**config.mk**
```make
export PLATFORM = sky130hd
export DESIGN_NAME = sof_supervisor
export DESIGN_NICKNAME = d
export VERILOG_FILES = /design/src/sof_pkg.sv /design/src/sof_reg_if.sv /design/src/sof_axil.sv /design/src/sof_supervisor.sv
export VERILOG_INCLUDE_DIRS = /design/src
export SDC_FILE = /design/constraint.sdc
export NUM_CORES = 1
export LEC_CHECK = 0
export BUFFER_PORTS_ARGS = -buffer_cell sky130_fd_sc_hd__buf_2
export CAP_MARGIN = 5
export CORE_ASPECT_RATIO = 1.75
export CORE_MARGIN = 2
export CORE_UTILIZATION = 44
export CTS_CLUSTER_DIAMETER = 120
export DETAILED_ROUTE_END_ITERATION = 16
export GPL_TIMING_DRIVEN = 0
export PLACE_DENSITY = 0.75
export SETUP_SLACK_MARGIN = 0.1
export SLEW_MARGIN = 20
export SYNTH_ARGS = -nofsm -noshare
export SYNTH_HDL_FRONTEND = slang
export SYNTH_SLANG_ARGS = --single-unit
export TNS_END_PERCENT = 50
```
**constraint.sdc**
```tcl
create_clock -name aclk -period 1.9 [get_ports aclk]
set_input_delay 0.19 -clock aclk [delete_from_list [all_inputs] [get_ports aclk]]
set_output_delay 0.19 -clock aclk [all_outputs]
set_load 0.02 [all_outputs]
```
**src/sof_map.svh**
```systemverilog
// register map, field positions and reset values of the output fault supervisor
// What this block does
// - internal error enters serious error state and clears internal-tests status bit
// - only the internal-error path drives the serious error state
// - overcurrent latch clears once that output's process data bit is zero
// - stuck-high or test-pulse latch clears when all safety data bits zero, sense low
// - high level on an off safety output with no overcurrent latched cuts the module's output supply
// - test or non-safe output overload switches off only while it lasts
// - test or non-safe output faults raise no status or diagnostic
// - capacitive-load transient is treated as an internal error
// - serious error state halts every application
// - serious error state holds every safety output off
// - serious error state forces all process data to zero
// - serious error hides status bits from logic, leaves limited diagnostics
// - serious error persists until power-on restart or software reset
// - overload on an on output switches it off, clears data and short-low bits
// - output high while off and not overcurrent-latched switches all safety outputs off, clears data status
// - test pulses misread clear that output's short-to-high status bit
`ifndef SOF_MAP_SVH
`define SOF_MAP_SVH

// ----------------------------------------------------------------
// register offsets
// ----------------------------------------------------------------
`define SOF_OFS_CTRL      8'h00
`define SOF_OFS_PDATA     8'h04
`define SOF_OFS_STATUS    8'h08
`define SOF_OFS_IRQ_STAT  8'h0c
`define SOF_OFS_IRQ_MASK  8'h10
`define SOF_OFS_DIAG      8'h14

// ----------------------------------------------------------------
// field positions
// ----------------------------------------------------------------
`define SOF_CTRL_SWRST    0
`define SOF_ST_INT_OK     8
`define SOF_ST_SUPPLY_OK  9
`define SOF_ST_ODATA_OK   10
`define SOF_ST_SERIOUS    11
`define SOF_EV_OVC        0
`define SOF_EV_HIGH       1
`define SOF_EV_TPULSE     2
`define SOF_EV_SERIOUS    3
`define SOF_EV_SUPPLY     4

// ----------------------------------------------------------------
// reset values and bus response codes
// ----------------------------------------------------------------
`define SOF_RST_PDATA     8'h00
`define SOF_RST_MASK      5'h00
`define SOF_RESP_OKAY     2'h0
`define SOF_RESP_SLVERR   2'h2

`endif

```
**src/sof_pkg.sv**
```systemverilog
// types shared by the output fault supervisor
package sof_pkg;
   typedef logic [7:0]  sof_addr_t;
   typedef logic [31:0] sof_word_t;
   typedef logic [3:0]  sof_chan_t;
   typedef logic [4:0]  sof_ev_t;
   typedef enum logic [0:0] {
      SOF_RUN     = 1'b0,
      SOF_SERIOUS = 1'b1
   } sof_mode_t;
endpackage

```
**src/sof_reg_if.sv**
```systemverilog
// register access strobes between bus slave and supervisor core
`timescale 1ns/100ps
interface sof_reg_if;
   import sof_pkg::*;
   logic        wr_en;
   sof_addr_t   wr_addr;
   sof_word_t   wr_data;
   logic [3:0]  wr_strb;
   logic        wr_hit;
   sof_addr_t   rd_addr;
   sof_word_t   rd_data;
   logic        rd_hit;
   modport bus  (output wr_en, output wr_addr, output wr_data, output wr_strb,
                 output rd_addr, input wr_hit, input rd_data, input rd_hit);
   modport regs (input wr_en, input wr_addr, input wr_data, input wr_strb,
                 input rd_addr, output wr_hit, output rd_data, output rd_hit);
endinterface // sof_reg_if

```
**src/sof_axil.sv**
```systemverilog
// axi4-lite slave front end for the supervisor registers
`timescale 1ns/100ps
module sof_axil (
   input  wire logic             aclk,
   input  wire logic             aresetn,
   input  wire logic             awvalid,
   output logic                  awready,
   input  wire sof_pkg::sof_addr_t awaddr,
   input  wire logic             wvalid,
   output logic                  wready,
   input  wire sof_pkg::sof_word_t wdata,
   input  wire logic [3:0]       wstrb,
   output logic                  bvalid,
   input  wire logic             bready,
   output logic [1:0]            bresp,
   input  wire logic             arvalid,
   output logic                  arready,
   input  wire sof_pkg::sof_addr_t araddr,
   output logic                  rvalid,
   input  wire logic             rready,
   output sof_pkg::sof_word_t    rdata,
   output logic [1:0]            rresp,
   sof_reg_if.bus                rif
);
   import sof_pkg::*;
`include "sof_map.svh"

   logic       aw_full_q, aw_full_d, w_full_q, w_full_d;
   logic       bvalid_q, bvalid_d, rvalid_q, rvalid_d;
   logic       awready_q, awready_d, wready_q, wready_d, arready_q, arready_d;
   logic [1:0] bresp_q, bresp_d, rresp_q, rresp_d;
   sof_addr_t  awaddr_q, awaddr_d;
   sof_word_t  wdata_q, wdata_d, rdata_q, rdata_d;
   logic [3:0] wstrb_q, wstrb_d;

   // write fires once both halves are held and no response is pending
   assign rif.wr_en   = aw_full_q & w_full_q & ~bvalid_q;
   assign rif.wr_addr = awaddr_q;
   assign rif.wr_data = wdata_q;
   assign rif.wr_strb = wstrb_q;
   assign rif.rd_addr = araddr;

   always_comb begin
      aw_full_d = aw_full_q;
      w_full_d  = w_full_q;
      awaddr_d  = awaddr_q;
      wdata_d   = wdata_q;
      wstrb_d   = wstrb_q;
      bvalid_d  = bvalid_q;
      bresp_d   = bresp_q;
      rvalid_d  = rvalid_q;
      rresp_d   = rresp_q;
      rdata_d   = rdata_q;
      if (awvalid && awready_q) begin
         aw_full_d = 1'b1;
         awaddr_d  = awaddr;
      end
      if (wvalid && wready_q) begin
         w_full_d = 1'b1;
         wdata_d  = wdata;
         wstrb_d  = wstrb;
      end
      if (rif.wr_en) begin
         aw_full_d = 1'b0;
         w_full_d  = 1'b0;
         bvalid_d  = 1'b1;
         bresp_d   = rif.wr_hit ? `SOF_RESP_OKAY : `SOF_RESP_SLVERR;
      end
      if (bvalid_q && bready) begin
         bvalid_d = 1'b0;
      end
      if (rvalid_q && rready) begin
         rvalid_d = 1'b0;
      end
      if (arvalid && arready_q) begin
         rvalid_d = 1'b1;
         rdata_d  = rif.rd_hit ? rif.rd_data : '0;
         rresp_d  = rif.rd_hit ? `SOF_RESP_OKAY : `SOF_RESP_SLVERR;
      end
      awready_d = ~aw_full_d & ~bvalid_d;
      wready_d  = ~w_full_d & ~bvalid_d;
      arready_d = ~rvalid_d;
   end

   always_ff @(posedge aclk) begin
      if (!aresetn) begin
         aw_full_q <= 1'b0;
         w_full_q  <= 1'b0;
         awaddr_q  <= '0;
         wdata_q   <= '0;
         wstrb_q   <= '0;
         bvalid_q  <= 1'b0;
         bresp_q   <= `SOF_RESP_OKAY;
         rvalid_q  <= 1'b0;
         rresp_q   <= `SOF_RESP_OKAY;
         rdata_q   <= '0;
         awready_q <= 1'b0;
         wready_q  <= 1'b0;
         arready_q <= 1'b0;
      end else begin
         aw_full_q <= aw_full_d;
         w_full_q  <= w_full_d;
         awaddr_q  <= awaddr_d;
         wdata_q   <= wdata_d;
         wstrb_q   <= wstrb_d;
         bvalid_q  <= bvalid_d;
         bresp_q   <= bresp_d;
         rvalid_q  <= rvalid_d;
         rresp_q   <= rresp_d;
         rdata_q   <= rdata_d;
         awready_q <= awready_d;
         wready_q  <= wready_d;
         arready_q <= arready_d;
      end
   end

   assign awready = awready_q;
   assign wready  = wready_q;
   assign arready = arready_q;
   assign bvalid  = bvalid_q;
   assign bresp   = bresp_q;
   assign rvalid  = rvalid_q;
   assign rresp   = rresp_q;
   assign rdata   = rdata_q;
endmodule // sof_axil

```
**src/sof_supervisor.sv**
```systemverilog
// output fault supervisor: fault latches, serious error state, registers
`timescale 1ns/100ps
module sof_supervisor (
   input  wire logic               aclk,
   input  wire logic               aresetn,
   // axi4-lite register port
   input  wire logic               s_axi_awvalid,
   output logic                    s_axi_awready,
   input  wire sof_pkg::sof_addr_t s_axi_awaddr,
   input  wire logic               s_axi_wvalid,
   output logic                    s_axi_wready,
   input  wire sof_pkg::sof_word_t s_axi_wdata,
   input  wire logic [3:0]         s_axi_wstrb,
   output logic                    s_axi_bvalid,
   input  wire logic               s_axi_bready,
   output logic [1:0]              s_axi_bresp,
   input  wire logic               s_axi_arvalid,
   output logic                    s_axi_arready,
   input  wire sof_pkg::sof_addr_t s_axi_araddr,
   output logic                    s_axi_rvalid,
   input  wire logic               s_axi_rready,
   output sof_pkg::sof_word_t      s_axi_rdata,
   output logic [1:0]              s_axi_rresp,
   // output stage sensing
   input  wire sof_pkg::sof_chan_t safe_sense,
   input  wire sof_pkg::sof_chan_t safe_overcurrent,
   input  wire sof_pkg::sof_chan_t safe_pulse_err,
   input  wire sof_pkg::sof_chan_t test_overload,
   input  wire logic               supply_low,
   input  wire logic               supply_high,
   input  wire logic               internal_err,
   input  wire logic               cap_transient,
   // drives toward the loads and the application logic
   output sof_pkg::sof_chan_t      safe_out,
   output sof_pkg::sof_chan_t      test_out,
   output logic                    output_aux_supply_en,
   output logic                    app_run,
   output logic [7:0]              app_pdata,
   output logic [11:0]             app_status,
   output logic                    irq
);
   import sof_pkg::*;
`include "sof_map.svh"

   sof_reg_if rif ();

   // ----------------------------------------------------------------
   // bus slave
   // ----------------------------------------------------------------
   sof_axil u_axil (
      .aclk    (aclk),
      .aresetn (aresetn),
      .awvalid (s_axi_awvalid),
      .awready (s_axi_awready),
      .awaddr  (s_axi_awaddr),
      .wvalid  (s_axi_wvalid),
      .wready  (s_axi_wready),
      .wdata   (s_axi_wdata),
      .wstrb   (s_axi_wstrb),
      .bvalid  (s_axi_bvalid),
      .bready  (s_axi_bready),
      .bresp   (s_axi_bresp),
      .arvalid (s_axi_arvalid),
      .arready (s_axi_arready),
      .araddr  (s_axi_araddr),
      .rvalid  (s_axi_rvalid),
      .rready  (s_axi_rready),
      .rdata   (s_axi_rdata),
      .rresp   (s_axi_rresp),
      .rif     (rif.bus)
   );

   // ----------------------------------------------------------------
   // state
   // ----------------------------------------------------------------
   sof_mode_t  mode_q, mode_d;
   logic [7:0] pdata_q, pdata_d;
   sof_chan_t  ovc_q, ovc_d;
   sof_chan_t  tp_q, tp_d;
   logic       high_q, high_d;
   sof_ev_t    ev_q, ev_d;
   sof_ev_t    mask_q, mask_d;
   logic [1:0] cause_q, cause_d;
   logic       sup_low_q;
   sof_chan_t  safe_out_q, safe_out_d;
   sof_chan_t  test_out_q, test_out_d;
   logic       aux_en_q, aux_en_d;
   logic       run_q, run_d;
   logic [7:0] app_pd_q, app_pd_d;
   logic [11:0] app_st_q, app_st_d;
   logic       irq_q, irq_d;

   logic        wr_ctrl, wr_pdata, wr_istat, wr_mask, sw_reset;
   logic        int_fault;
   sof_chan_t   safe_pd, ovc_set, tp_set;
   logic        high_set, all_pd_low;
   logic [11:0] status_word;
   sof_ev_t     ev_set;

   assign safe_pd  = pdata_q[3:0];
   assign wr_ctrl  = rif.wr_en && rif.wr_addr == `SOF_OFS_CTRL && rif.wr_strb[0];
   assign wr_pdata = rif.wr_en && rif.wr_addr == `SOF_OFS_PDATA && rif.wr_strb[0];
   assign wr_istat = rif.wr_en && rif.wr_addr == `SOF_OFS_IRQ_STAT && rif.wr_strb[0];
   assign wr_mask  = rif.wr_en && rif.wr_addr == `SOF_OFS_IRQ_MASK && rif.wr_strb[0];
   assign sw_reset = wr_ctrl && rif.wr_data[`SOF_CTRL_SWRST];

   // a capacitive glitch is lumped in with internal errors on purpose
   assign int_fault = internal_err | cap_transient;

   // ----------------------------------------------------------------
   // fault detection
   // ----------------------------------------------------------------
   assign ovc_set    = safe_overcurrent & safe_out_q;
   assign tp_set     = safe_pulse_err & safe_out_q;
   assign high_set   = |(safe_sense & ~safe_out_q & ~ovc_q);
   assign all_pd_low = (safe_pd == 4'h0) && (safe_sense == 4'h0);

   assign ev_set = {supply_low & ~sup_low_q, int_fault & (mode_q == SOF_RUN),
                    |tp_set, high_set, |ovc_set};

   // status word: short-to-low ok, short-to-high ok, then module bits
   assign status_word = {mode_q == SOF_SERIOUS,
                         ~(|ovc_q) & ~high_q & ~supply_low,
                         ~supply_low & ~supply_high,
                         mode_q == SOF_RUN && ~supply_high,
                         ~tp_q, ~ovc_q};

   // ----------------------------------------------------------------
   // next state
   // ----------------------------------------------------------------
   always_comb begin
      mode_d  = mode_q;
      pdata_d = pdata_q;
      ovc_d   = ovc_q;
      tp_d    = tp_q;
      high_d  = high_q;
      mask_d  = mask_q;
      cause_d = cause_q;
      ev_d    = ev_q;
      if (wr_mask) begin
         mask_d = rif.wr_data[4:0];
      end
      if (wr_istat) begin
         ev_d = ev_d & ~rif.wr_data[4:0];
      end
      ev_d = ev_d | ev_set;
      if (wr_pdata) begin
         pdata_d = rif.wr_data[7:0];
      end
      // clear conditions first so that a fresh set in the same cycle wins
      for (int i = 0; i < 4; i++) begin
         if (!safe_pd[i]) begin
            ovc_d[i] = 1'b0;
         end
         if (all_pd_low) begin
            tp_d[i] = 1'b0;
         end
      end
      if (all_pd_low) begin
         high_d = 1'b0;
      end
      ovc_d  = ovc_d | ovc_set;
      tp_d   = tp_d | tp_set;
      high_d = high_d | high_set;
      case (mode_q)
         SOF_RUN: begin
            if (int_fault) begin
               mode_d  = SOF_SERIOUS;
               cause_d = {cap_transient, internal_err};
            end
         end
         SOF_SERIOUS: begin
            if (sw_reset && !int_fault) begin
               mode_d  = SOF_RUN;
               pdata_d = `SOF_RST_PDATA;
               ovc_d   = '0;
               tp_d    = '0;
               high_d  = 1'b0;
            end
         end
         default: begin
            mode_d = SOF_SERIOUS;
         end
      endcase

      // drive stage, all registered so the pins never glitch
      for (int i = 0; i < 4; i++) begin
         safe_out_d[i] = mode_d == SOF_RUN && pdata_d[i] && !ovc_d[i]
                         && !high_d && !supply_low;
         test_out_d[i] = mode_d == SOF_RUN && pdata_d[4 + i]
                         && !test_overload[i];
      end
      aux_en_d = !high_d && mode_d == SOF_RUN;
      run_d    = mode_d == SOF_RUN && !sw_reset;
      app_pd_d = (mode_d == SOF_RUN) ? pdata_d : 8'h00;
      app_st_d = (mode_d == SOF_RUN) ? status_word : 12'h000;
      irq_d    = |(ev_d & mask_d);
   end

   // ----------------------------------------------------------------
   // registers
   // ----------------------------------------------------------------
   always_ff @(posedge aclk) begin
      if (!aresetn) begin
         mode_q     <= SOF_RUN;
         pdata_q    <= `SOF_RST_PDATA;
         ovc_q      <= '0;
         tp_q       <= '0;
         high_q     <= 1'b0;
         ev_q       <= '0;
         mask_q     <= `SOF_RST_MASK;
         cause_q    <= 2'h0;
         sup_low_q  <= 1'b0;
         safe_out_q <= '0;
         test_out_q <= '0;
         aux_en_q   <= 1'b0;
         run_q      <= 1'b0;
         app_pd_q   <= 8'h00;
         app_st_q   <= 12'h000;
         irq_q      <= 1'b0;
      end else begin
         mode_q     <= mode_d;
         pdata_q    <= pdata_d;
         ovc_q      <= ovc_d;
         tp_q       <= tp_d;
         high_q     <= high_d;
         ev_q       <= ev_d;
         mask_q     <= mask_d;
         cause_q    <= cause_d;
         sup_low_q  <= supply_low;
         safe_out_q <= safe_out_d;
         test_out_q <= test_out_d;
         aux_en_q   <= aux_en_d;
         run_q      <= run_d;
         app_pd_q   <= app_pd_d;
         app_st_q   <= app_st_d;
         irq_q      <= irq_d;
      end
   end

   // ----------------------------------------------------------------
   // register read and decode
   // ----------------------------------------------------------------
   always_comb begin
      rif.rd_data = 32'h0000_0000;
      rif.rd_hit  = 1'b1;
      case (rif.rd_addr)
         `SOF_OFS_CTRL:     rif.rd_data = 32'h0000_0000;
         `SOF_OFS_PDATA:    rif.rd_data = {24'h0, pdata_q};
         `SOF_OFS_STATUS:   rif.rd_data = {20'h0, status_word};
         `SOF_OFS_IRQ_STAT: rif.rd_data = {27'h0, ev_q};
         `SOF_OFS_IRQ_MASK: rif.rd_data = {27'h0, mask_q};
         // limited diagnostics stay readable in the serious state
         `SOF_OFS_DIAG:     rif.rd_data = {29'h0, mode_q == SOF_SERIOUS, cause_q};
         default:           rif.rd_hit  = 1'b0;
      endcase
   end

   always_comb begin
      case (rif.wr_addr)
         `SOF_OFS_CTRL, `SOF_OFS_PDATA, `SOF_OFS_STATUS,
         `SOF_OFS_IRQ_STAT, `SOF_OFS_IRQ_MASK, `SOF_OFS_DIAG: rif.wr_hit = 1'b1;
         default: rif.wr_hit = 1'b0;
      endcase
   end

   assign safe_out             = safe_out_q;
   assign test_out             = test_out_q;
   assign output_aux_supply_en = aux_en_q;
   assign app_run              = run_q;
   assign app_pdata            = app_pd_q;
   assign app_status           = app_st_q;
   assign irq                  = irq_q;
endmodule // sof_supervisor

```
# == After elaboration in Yosys (flattened, before gate mapping) ==
# Index checks and enable logic that the tools add are counted.
# totals
out_inout_bits,72
regBits,122
wordCells,181
in_bits,79
# op_classes
n_mux,37
bitwise_logic,37
reduce_logical,68
eq_ne,10
# op_table
cell,n
12-bit one-hot mux with 5 select lines,1
1-bit logical AND,43
"8-bit by 4-bit equality test with 1-bit output, second input constant",4
"8-bit by 5-bit equality test with 1-bit output, second input constant",4
8-bit 2-to-1 mux,3
1-bit 2-to-1 mux,23
4-bit bitwise AND,4
"8-bit by 3-bit equality test with 1-bit output, second input constant",2
8-bit zero test,2
4-bit 2-to-1 mux,4
4-bit OR reduction,4
1-bit inverter,13
1-bit zero test,12
12-bit 2-to-1 mux,1
4-bit inverter,3
6-bit OR reduction,2
5-bit bitwise AND,2
5-bit 2-to-1 mux,2
1-bit bitwise AND,9
4-bit zero test,2
4-bit bitwise OR,2
5-bit inverter,1
5-bit bitwise OR,1
5-bit OR reduction,1
5 further kinds,7

# == Longest topological paths before layout ==
# Gate-level depths: netlist of the first run.
# depth
depth_word,13
mapped_depth,8
ltp_nobuf,5

# == Hierarchy ==
# A second synthesis of the first run with hierarchy kept.
# unflattened
cells_unflattened,634
hier_area_um2,6028.3
# modules_own_cells
mod,seq_area_each_um2,cells_each,instances,area_per_inst_um2
sof_axil,1701.6,376,1,3616.0
sof_supervisor,1241.2,258,1,2412.3

# == Worst setup path after synthesis of the first run ==
# OpenSTA, ideal clock, no wires.
# synth_path
kind,reg-to-reg
from,register u_axil.awaddr_q[4] (netlist: u_axil.rif.wr_addr[4])
to,register high_q
period_less_slack_ns,1.871
setup_slack_ns,0.029
stages_incl_launch_ff,8
setup_ns,0.127
arrival_ns,1.744
path_buffers,2
t_required_ns,1.773
cell_sequence,dfxtp_1 -> nor4_2 -> nand2_1 -> and4bb_1 -> a31o_2 -> buf_2 -> buf_2 -> nor2_1
# synth_between
elab_chain_len,7
# synth_rtl
element,line,rtl
"start, declared",sof_axil.sv:32,"sof_addr_t awaddr_q, awaddr_d;"
"start signal, assigned",sof_axil.sv:103,awaddr_q <= awaddr_d;
8-bit zero test,-,
1-bit logical AND (no source line),-,
1-bit logical AND,sof_supervisor.sv:101,assign wr_ctrl = rif.wr_en && rif.wr_addr == `SOF_OFS_CTRL && rif.wr_strb[0];
1-bit logical AND,sof_supervisor.sv:105,assign sw_reset = wr_ctrl && rif.wr_data[`SOF_CTRL_SWRST];
1-bit logical AND,sof_supervisor.sv:173,if (sw_reset && !int_fault) begin
1-bit 2-to-1 mux,sof_supervisor.sv:173,
1-bit 2-to-1 mux,sof_supervisor.sv:165,case (mode_q)
"end signal, assigned",sof_supervisor.sv:226,high_q <= high_d;
"end, declared",sof_supervisor.sv:80,"logic high_q, high_d;"
# Every way passes these cells.
# A chain may end at the register's enable or synchronous reset.

# == Worst setup path in the final report of the first run ==
# layout_path
from,register u_axil.awaddr_q[2] (netlist: u_axil.rif.wr_addr[2])
to,register irq_q (netlist: irq)
# layout_between
elab_chain_len,7
elab_cells_between_ends,11
cone_classes,eq/ne (2); mux (2); bitwise (2); reduce/logical (5)
# layout_rtl
element,line,rtl
8-bit by 4-bit equality test with 1-bit output,-,
1-bit logical AND (no source line),-,
1-bit logical AND,sof_supervisor.sv:103,assign wr_istat = rif.wr_en && rif.wr_addr == `SOF_OFS_IRQ_STAT && rif.wr_strb[0];
5-bit 2-to-1 mux,sof_supervisor.sv:143,if (wr_istat) begin
5-bit bitwise OR,sof_supervisor.sv:146,ev_d = ev_d | ev_set;
5-bit bitwise AND (*),sof_supervisor.sv:197,irq_d = |(ev_d & mask_d);
5-bit OR reduction (*),sof_supervisor.sv:197,
"end signal, assigned",sof_supervisor.sv:237,irq_q <= irq_d;
"end, declared",sof_supervisor.sv:91,"logic irq_q, irq_d;"
# Mark *: on every way between the ends. The rest lies on a longest branch, timed or not.

==> results of run 1 <==
==> per-stage QoR <==
stage / utilization [%] / hold slack, ns / worst slack [ns] / TNS [ns] / instances
after floorplan: - / 0.267 / 0.0505 / 0 / 480
after global placement: 53.7 / 0.358 / -0.269 / -6.56 / 694
after detailed placement: 53.7 / 0.358 / -0.380 / -9.20 / 694
after CTS: 58.8 / 0.00310 / 0.0707 / 0 / 717
after global routing: 60.3 / 0.0126 / 0.0224 / 0 / 718
final: 60.3 / 0.00807 / 0.0442 / 0 / 718
==> sequential cells by signal, indices dropped and copies added (netlist names), 2 cells and up <==
register            flops
safe_out                4
u_axil.rif.wr_data      8
u_axil.rdata           12
app_pdata               8
ovc_q                   4
pdata_q                 8
mask_q                  5
tp_q                    4
app_status             12
u_axil.rif.wr_addr      8
test_out                4
ev_q                    5
cause_q                 2
==> worst max-delay path: stages (launching register included) <==
cell                      delay, ns
sky130_fd_sc_hd__dfxtp_1       0.36
sky130_fd_sc_hd__nor4b_2       0.37
sky130_fd_sc_hd__nand4_1       0.19
sky130_fd_sc_hd__buf_6         0.19
sky130_fd_sc_hd__mux2i_1       0.20
sky130_fd_sc_hd__o22ai_1       0.11
sky130_fd_sc_hd__o31a_1        0.32
==> logic make-up (layout without fill, tap and decap cells) <==
family                 count (synthesis)  in the layout
AND/OR/NAND/NOR                      214            214
flip-flops                           100            100
buffers and inverters                 51            172
AO/OA/AOI/OAI                         79             79
other                                  1             22
multiplexers                          14             14
==> final cells by class <==
class / count / area, um^2 / area share (%)
repair buffers: 106 / 584 / 11.1
flip-flops and latches: 100 / 2010 / 38.2
plain buffers: 48 / 323 / 6.14
multi-input cells: 329 / 1900 / 36.1
well taps: 117 / 146 / 2.78
clock buffers: 13 / 250 / 4.76
clock inverters: 2 / 35.0 / 0.666
inverters: 3 / 11.3 / 0.214
==> worst paths after layout <==
check,endpoint,from,cells after the start
worst max-delay path,irq,u_axil.rif.wr_addr[2],6
worst min-delay path,test_out[0],test_overload[0],2
worst max register to register,irq,u_axil.rif.wr_addr[2],6
worst min register to register,app_status[6],tp_q[2],1
==> power groups by stage <==
stage / clock network, uW / registers, uW / logic, uW
floorplan: 0 / 2250 / 234
global route: 1880 / 2200 / 464
finish: 1770 / 2200 / 425
global placement: 0 / 2230 / 381
CTS: 1790 / 2190 / 416
detailed placement: 0 / 2230 / 388
==> layer usage <==
layer,share of wire [%],routed length (um)
met1,35,4040
met2,55,6280
met3,5.5,630
met4,4.9,563
met5,0,0
==> cells in the mapped netlist (3+ instances only) <==
library cell,count
sky130_fd_sc_hd__dfxtp_1,100
sky130_fd_sc_hd__nor2_1,68
sky130_fd_sc_hd__nand2_1,63
sky130_fd_sc_hd__a21oi_1,38
sky130_fd_sc_hd__buf_4,23
sky130_fd_sc_hd__nor3_1,19
sky130_fd_sc_hd__clkbuf_1,17
sky130_fd_sc_hd__mux2i_1,14
sky130_fd_sc_hd__and2_1,9
sky130_fd_sc_hd__a22oi_1,8
sky130_fd_sc_hd__nand4_1,8
sky130_fd_sc_hd__nor4_1,8
sky130_fd_sc_hd__a211oi_1,6
sky130_fd_sc_hd__buf_2,6
sky130_fd_sc_hd__nand3_1,6
sky130_fd_sc_hd__nor3b_1,5
sky130_fd_sc_hd__o21ai_0,5
sky130_fd_sc_hd__a31oi_1,4
sky130_fd_sc_hd__nor4b_1,4
sky130_fd_sc_hd__a21o_1,3
sky130_fd_sc_hd__nand3b_1,3
sky130_fd_sc_hd__nor2b_1,3
sky130_fd_sc_hd__nor4bb_1,3
sky130_fd_sc_hd__o22ai_1,3
==> what timing repair did <==
item,CTS,global route
setup buffers,6,1
setup endpoints to repair,50,39
gates resized for setup,22,34
gates cloned,1,0
pin swaps,5,3
hold buffers,1,0
endpoints found under the hold margin,1,0
==> key figures, run 1 <==
Run status
  • Result of the run: finished, final reports clean

Logic synthesis
  • Multiplexer area fraction after synthesis: 3.53%
  • Synth area leaders: sky130_fd_sc_hd__dfxtp_1, sky130_fd_sc_hd__nor2_1, sky130_fd_sc_hd__nand2_1
  • Netlist cell types: 51
  • Post-synthesis simple-gate area fraction: 26.2%
  • Area fraction in compound gates after synthesis: 12.4%
  • Number of flip-flops and latches in the synthesized netlist: 100
  • Ys async rst share: 0%
  • Post-Synthesis Mean Instance Area: 8.65 um^2
  • Ys flop type: sky130_fd_sc_hd__dfxtp_1
  • Adder and majority gate portion of the synthesized area: 0%
  • Count of flip-flops with a built-in enable after synthesis: 0
  • Largest family of logic cells by synthesized area: simple AND/OR/NAND/NOR gates
  • Post-synthesis cell count: 459
  • Yosys warns: 0
  • XOR/XNOR Fraction of Synth Area: 0%
  • Share of the synthesized area in the top cell type: 50.4%
  • Area leader, netlist: sky130_fd_sc_hd__dfxtp_1
  • Share of the yosys chip area belonging to registers: 50.4%
  • Post-Synthesis Cell Area: 3970 um^2

Route
  • Total via count in the routed design: 3732
  • Number of violations reported at the end of detailed-routing iteration 0: 185
  • Pre-antenna DRT Iters: 5
  • Via density per instance: 5.20
  • Drc violations: 0
  • Routed wire per std cell: 16.0 um
  • Drt total wl: 11500 um
  • Antenna Nets Post-Route: 0

Global routing
  • Most heavily used metal layer in global routing: met2
  • Via count of the first global-routing pass: 3619
  • Global route overflow: 0
  • GRT met1 Usage: 24.5%
  • GR met2 Demand/Resource: 42.2%
  • Global routing usage on met3: 5.60%
  • Largest net degree at the start of global routing: 15
  • Number of antenna violations at the first check in global routing: 0
  • GRT Total Usage: 23.9%
  • First-pass GRT wire length: 17200 um

Floorplanning
  • Die Wd: 75.8 um
  • DIE HEIGHT: 130 um
  • Placeable Area: 8730 um^2
  • DIE AREA: 9830 um^2
  • Number of rows in the core area: 45
  • Starting density of the core: 45.5%
  • Number of I/O pins: 151

Critical path
  • Register-to-register path setup slack: 0.04 ns
  • Highest net fanout along the worst path: 5
  • Required time of the critical path: 2.12 ns
  • Startpoint types: flop
  • Crit path kind: flop to flop
  • Arrival time of data at the critical path endpoint: 2.08 ns
  • Sort of element at the end of the critical path: flop

STA
  • RSZ-0062 raised after global routing: true
  • Final Max Tran Viols: 0
  • Fmax achieved: 0.539 GHz
  • Worst max-slew margin expressed relative to the limit: 44.0%
  • Post-layout min period: 1.86 ns
  • Period Utilization, post-route: 97.7%
  • Final Hold Violating Endpoints: 0
  • Layout Skew: 0.00387 ns
  • Final setup fails: 0
  • Slew at the pin closest to its max-slew limit: 0.833 ns

Final layout
  • Antenna diodes: 0
  • Most common library cell in the layout ignoring fill and taps: sky130_fd_sc_hd__buf_2
  • Filler Cells Inserted: 765
  • Area delta synth->final: 32.5%
  • Most frequent cells in the layout: sky130_fd_sc_hd__buf_2, sky130_fd_sc_hd__dfxtp_1, sky130_fd_sc_hd__nor2_1
  • Share of final-layout standard cells stronger than drive strength 1: 30.8%
  • NumNets Final: 676
  • Final std cell area, no fill: 5260 um^2

Hold path
  • Worst min-delay path class: input pin to flop

Power and ir drop
  • Power density over cell area: 835 nW/um^2
  • Max VDD drop: 0.473 mV
  • Overall Power: 4390 uW
  • Leakage Power: 0.00225 uW
  • Switching pwr: 1020 uW
  • Fraction of power spent switching nets: 23.2%
  • Combinational fraction of design power: 9.7%
  • Clk network pwr share: 40.3%
  • Register share of total power: 50.0%
  • Internal power: 3370 uW

CTS
  • Root buffer selected by CTS: sky130_fd_sc_hd__clkbuf_16
  • CTS tree: done
  • Clock buffer count from CTS: 9
  • H-tree lvl count: 3
  • Clock transition at the registers of the reported paths: 0.06 ns
  • Clock Tree Buf Depth: 2
  • Clock latency on the worst-skew pair: 0.34 ns
  • Sink count of the clock tree: 100

Run
  • Max Cap Violations: 0

Placement
  • Port Buf Inserts: 97
  • Final RePlAce weighted congestion: 0.914
  • Post-DP HPWL: 8710 um
  • Placement Cell Area: 4690 um^2
Note: power is estimated with default switching activity, not from simulation.
==> inputs of run 2 (changes only) <==
- REMOVE_ABC_BUFFERS: default -> 1
==> run 2 against run 1 <==
Net effect:
- core utilization decreased by 3.0 points
- global-route usage decreased by 2.7 points
- sequential share of layout area increased by 1.9 points
- total power decreased by 1.4%
- clock power about the same
- routed wire length decreased by 10%
- worst setup slack improved by 0.086 ns
- critical path depth unchanged
- first-iteration DRC count increased by 92%
- worst hold slack improved by 0.0056 ns
- highest routed layer unchanged
==> key figures, run 2 (synthesized netlist as in run 1, its figures left out) <==
Run status
  • Result of the run: finished, final reports clean

Floorplanning
  • Placeable Area: 8730 um^2
  • DIE HEIGHT: 130 um
  • Die Wd: 75.8 um
  • DIE AREA: 9830 um^2
  • Starting density of the core: 45.5%
  • Number of I/O pins: 151
  • Number of rows in the core area: 45

Critical path
  • CP max-delay cell: sky130_fd_sc_hd__nor4bb_4
  • Highest net fanout along the worst path: 6
  • Sort of element at the end of the critical path: flop
  • Startpoint types: flop
  • Worst Reg2Reg Path Length in Cells: 6
  • Cell-by-cell listing of the critical path: nor4bb_4, buf_4, nand4_1, a21oi_2, nor2_1, o31a_1
  • Arrival time of data at the critical path endpoint: 2.00 ns
  • Required time of the critical path: 2.13 ns
  • Crit path kind: flop to flop
  • Stage delay of the slowest cell on the critical path: 0.42 ns

Final layout
  • Area delta synth->final: 25.9%
  • Most common library cell in the layout ignoring fill and taps: sky130_fd_sc_hd__buf_2
  • Most frequent cells in the layout: sky130_fd_sc_hd__buf_2, sky130_fd_sc_hd__dfxtp_1, sky130_fd_sc_hd__nor2_1
  • Antenna diodes: 0
  • NumNets Final: 634
  • Share of final-layout standard cells stronger than drive strength 1: 27.3%
  • Filler Cells Inserted: 776

Placement
  • Pre-CTS worst setup slack: -0.449 ns
  • Post-DP HPWL: 7470 um
  • Port Buf Inserts: 101
  • Final RePlAce weighted congestion: 0.921

CTS
  • Sink count of the clock tree: 100
  • H-tree lvl count: 3
  • Root buffer selected by CTS: sky130_fd_sc_hd__clkbuf_16
  • Clock buffer count from CTS: 9
  • Clock latency on the worst-skew pair: 0.34 ns
  • CTS tree: done
  • Clock Tree Buf Depth: 2
  • Clock transition at the registers of the reported paths: 0.06 ns

STA
  • Fmax achieved: 0.565 GHz
  • Summed negative setup slack over all endpoints: 0 ns
  • Layout Skew: 0.00397 ns
  • Period Utilization, post-route: 93.2%
  • Final setup fails: 0
  • Final Max Tran Viols: 0
  • Post-layout min period: 1.77 ns
  • RSZ-0062 raised after global routing: true
  • Final Hold Violating Endpoints: 0
  • PnR worst setup slack: 0.130 ns
  • Worst max-slew margin expressed relative to the limit: 45.5%
  • Worst slack on hold paths: 0.0136 ns
  • Slew at the pin closest to its max-slew limit: 0.816 ns

Route
  • Wire length on met2: 5470 um
  • Max layer used: met4
  • Total via count in the routed design: 3598
  • Pre-antenna DRT Iters: 5
  • Number of violations reported at the end of detailed-routing iteration 0: 355
  • Via density per instance: 5.31
  • Drc violations: 0
  • Total met3 wirelength after detailed routing: 566 um
  • Metal-1 WL: 3790 um
  • Antenna Nets Post-Route: 0
  • Drt total wl: 10300 um
  • Routed wire per std cell: 15.2 um

Global routing
  • Via count of the first global-routing pass: 3414
  • First-pass GRT wire length: 15700 um
  • Number of antenna violations at the first check in global routing: 0
  • Global route overflow: 0
  • GRT Total Usage: 21.2%
  • Largest net degree at the start of global routing: 46

Power and ir drop
  • Leakage Power: 0.00207 uW
  • Overall Power: 4330 uW
  • Power density over cell area: 866 nW/um^2
  • Max VDD drop: 0.508 mV

Run
  • Max Cap Violations: 0

Hold path
  • Worst min-delay path class: input pin to flop
  • Depth of the worst hold-timing path: 2
[run 2: changes by cell type in the layout (fill, tap and decap cells not counted), sizes merged]
cell,change
a31o,+1
buf,-27
clkinv,+2
dlygate4sd3,+2
bufbuf,-1
clkbuf,-21
clkinvlp,+3
[run 2: metrics by stage]
step	cell area (um^2)	cells	utilization (%)
finish	5000	677	57.3
global route	5000	677	57.3
CTS	4840	673	55.5
detailed placement	4420	650	50.6
global placement	4420	650	50.6
floorplan	3770	432	-
[run 2: worst paths after layout]
kind | from | to | slack, ns
max | u_axil.rif.wr_addr[2] | irq | 0.13
min | test_overload[1] | test_out[1] | 0.01
max reg2reg | u_axil.rif.wr_addr[2] | irq | 0.13
min reg2reg | tp_q[1] | app_status[5] | 0.45
[run 2: where the power goes]
group          internal [uW]  switching [uW]
clock network           1010             765
logic                    125             229
registers               2150            50.4
total                   3290            1040
[run 2: layout make-up]
cell class              instances  area, um^2  share of cell area (%)
clock buffers                   9         225                    4.50
clock inverters                 7        67.6                    1.35
inverters                       3        11.3                   0.225
multi-input cells             330        1940                    38.9
flip-flops and latches        100        2010                    40.1
well taps                     117         146                    2.93
repair buffers                111         601                    12.0
[run 2: timing repair]
action                                  in CTS  in global routing
endpoints found under the setup margin      50                 49
pin swaps                                    5                  5
hold endpoints to repair                     3                  0
cloned                                       0                  1
resized for setup                           14                 23
hold buffers                                 3                  0
setup buffers                                4                  3
[run 2: critical path: cells and delay by family, from the launching register on]
family | cells | cell delay [ns]
buf+inv | 1 | 0.17
flops | 1 | 0.36
compound gates | 2 | 0.50
simple gates | 3 | 0.62
[run 2: metal layers]
metal	GRT usage [%]	vias up
li1	-	1752
met1	23.0	1651
met2	36.4	163
met3	4.28	32
met4	13.2	0
met5	0	-
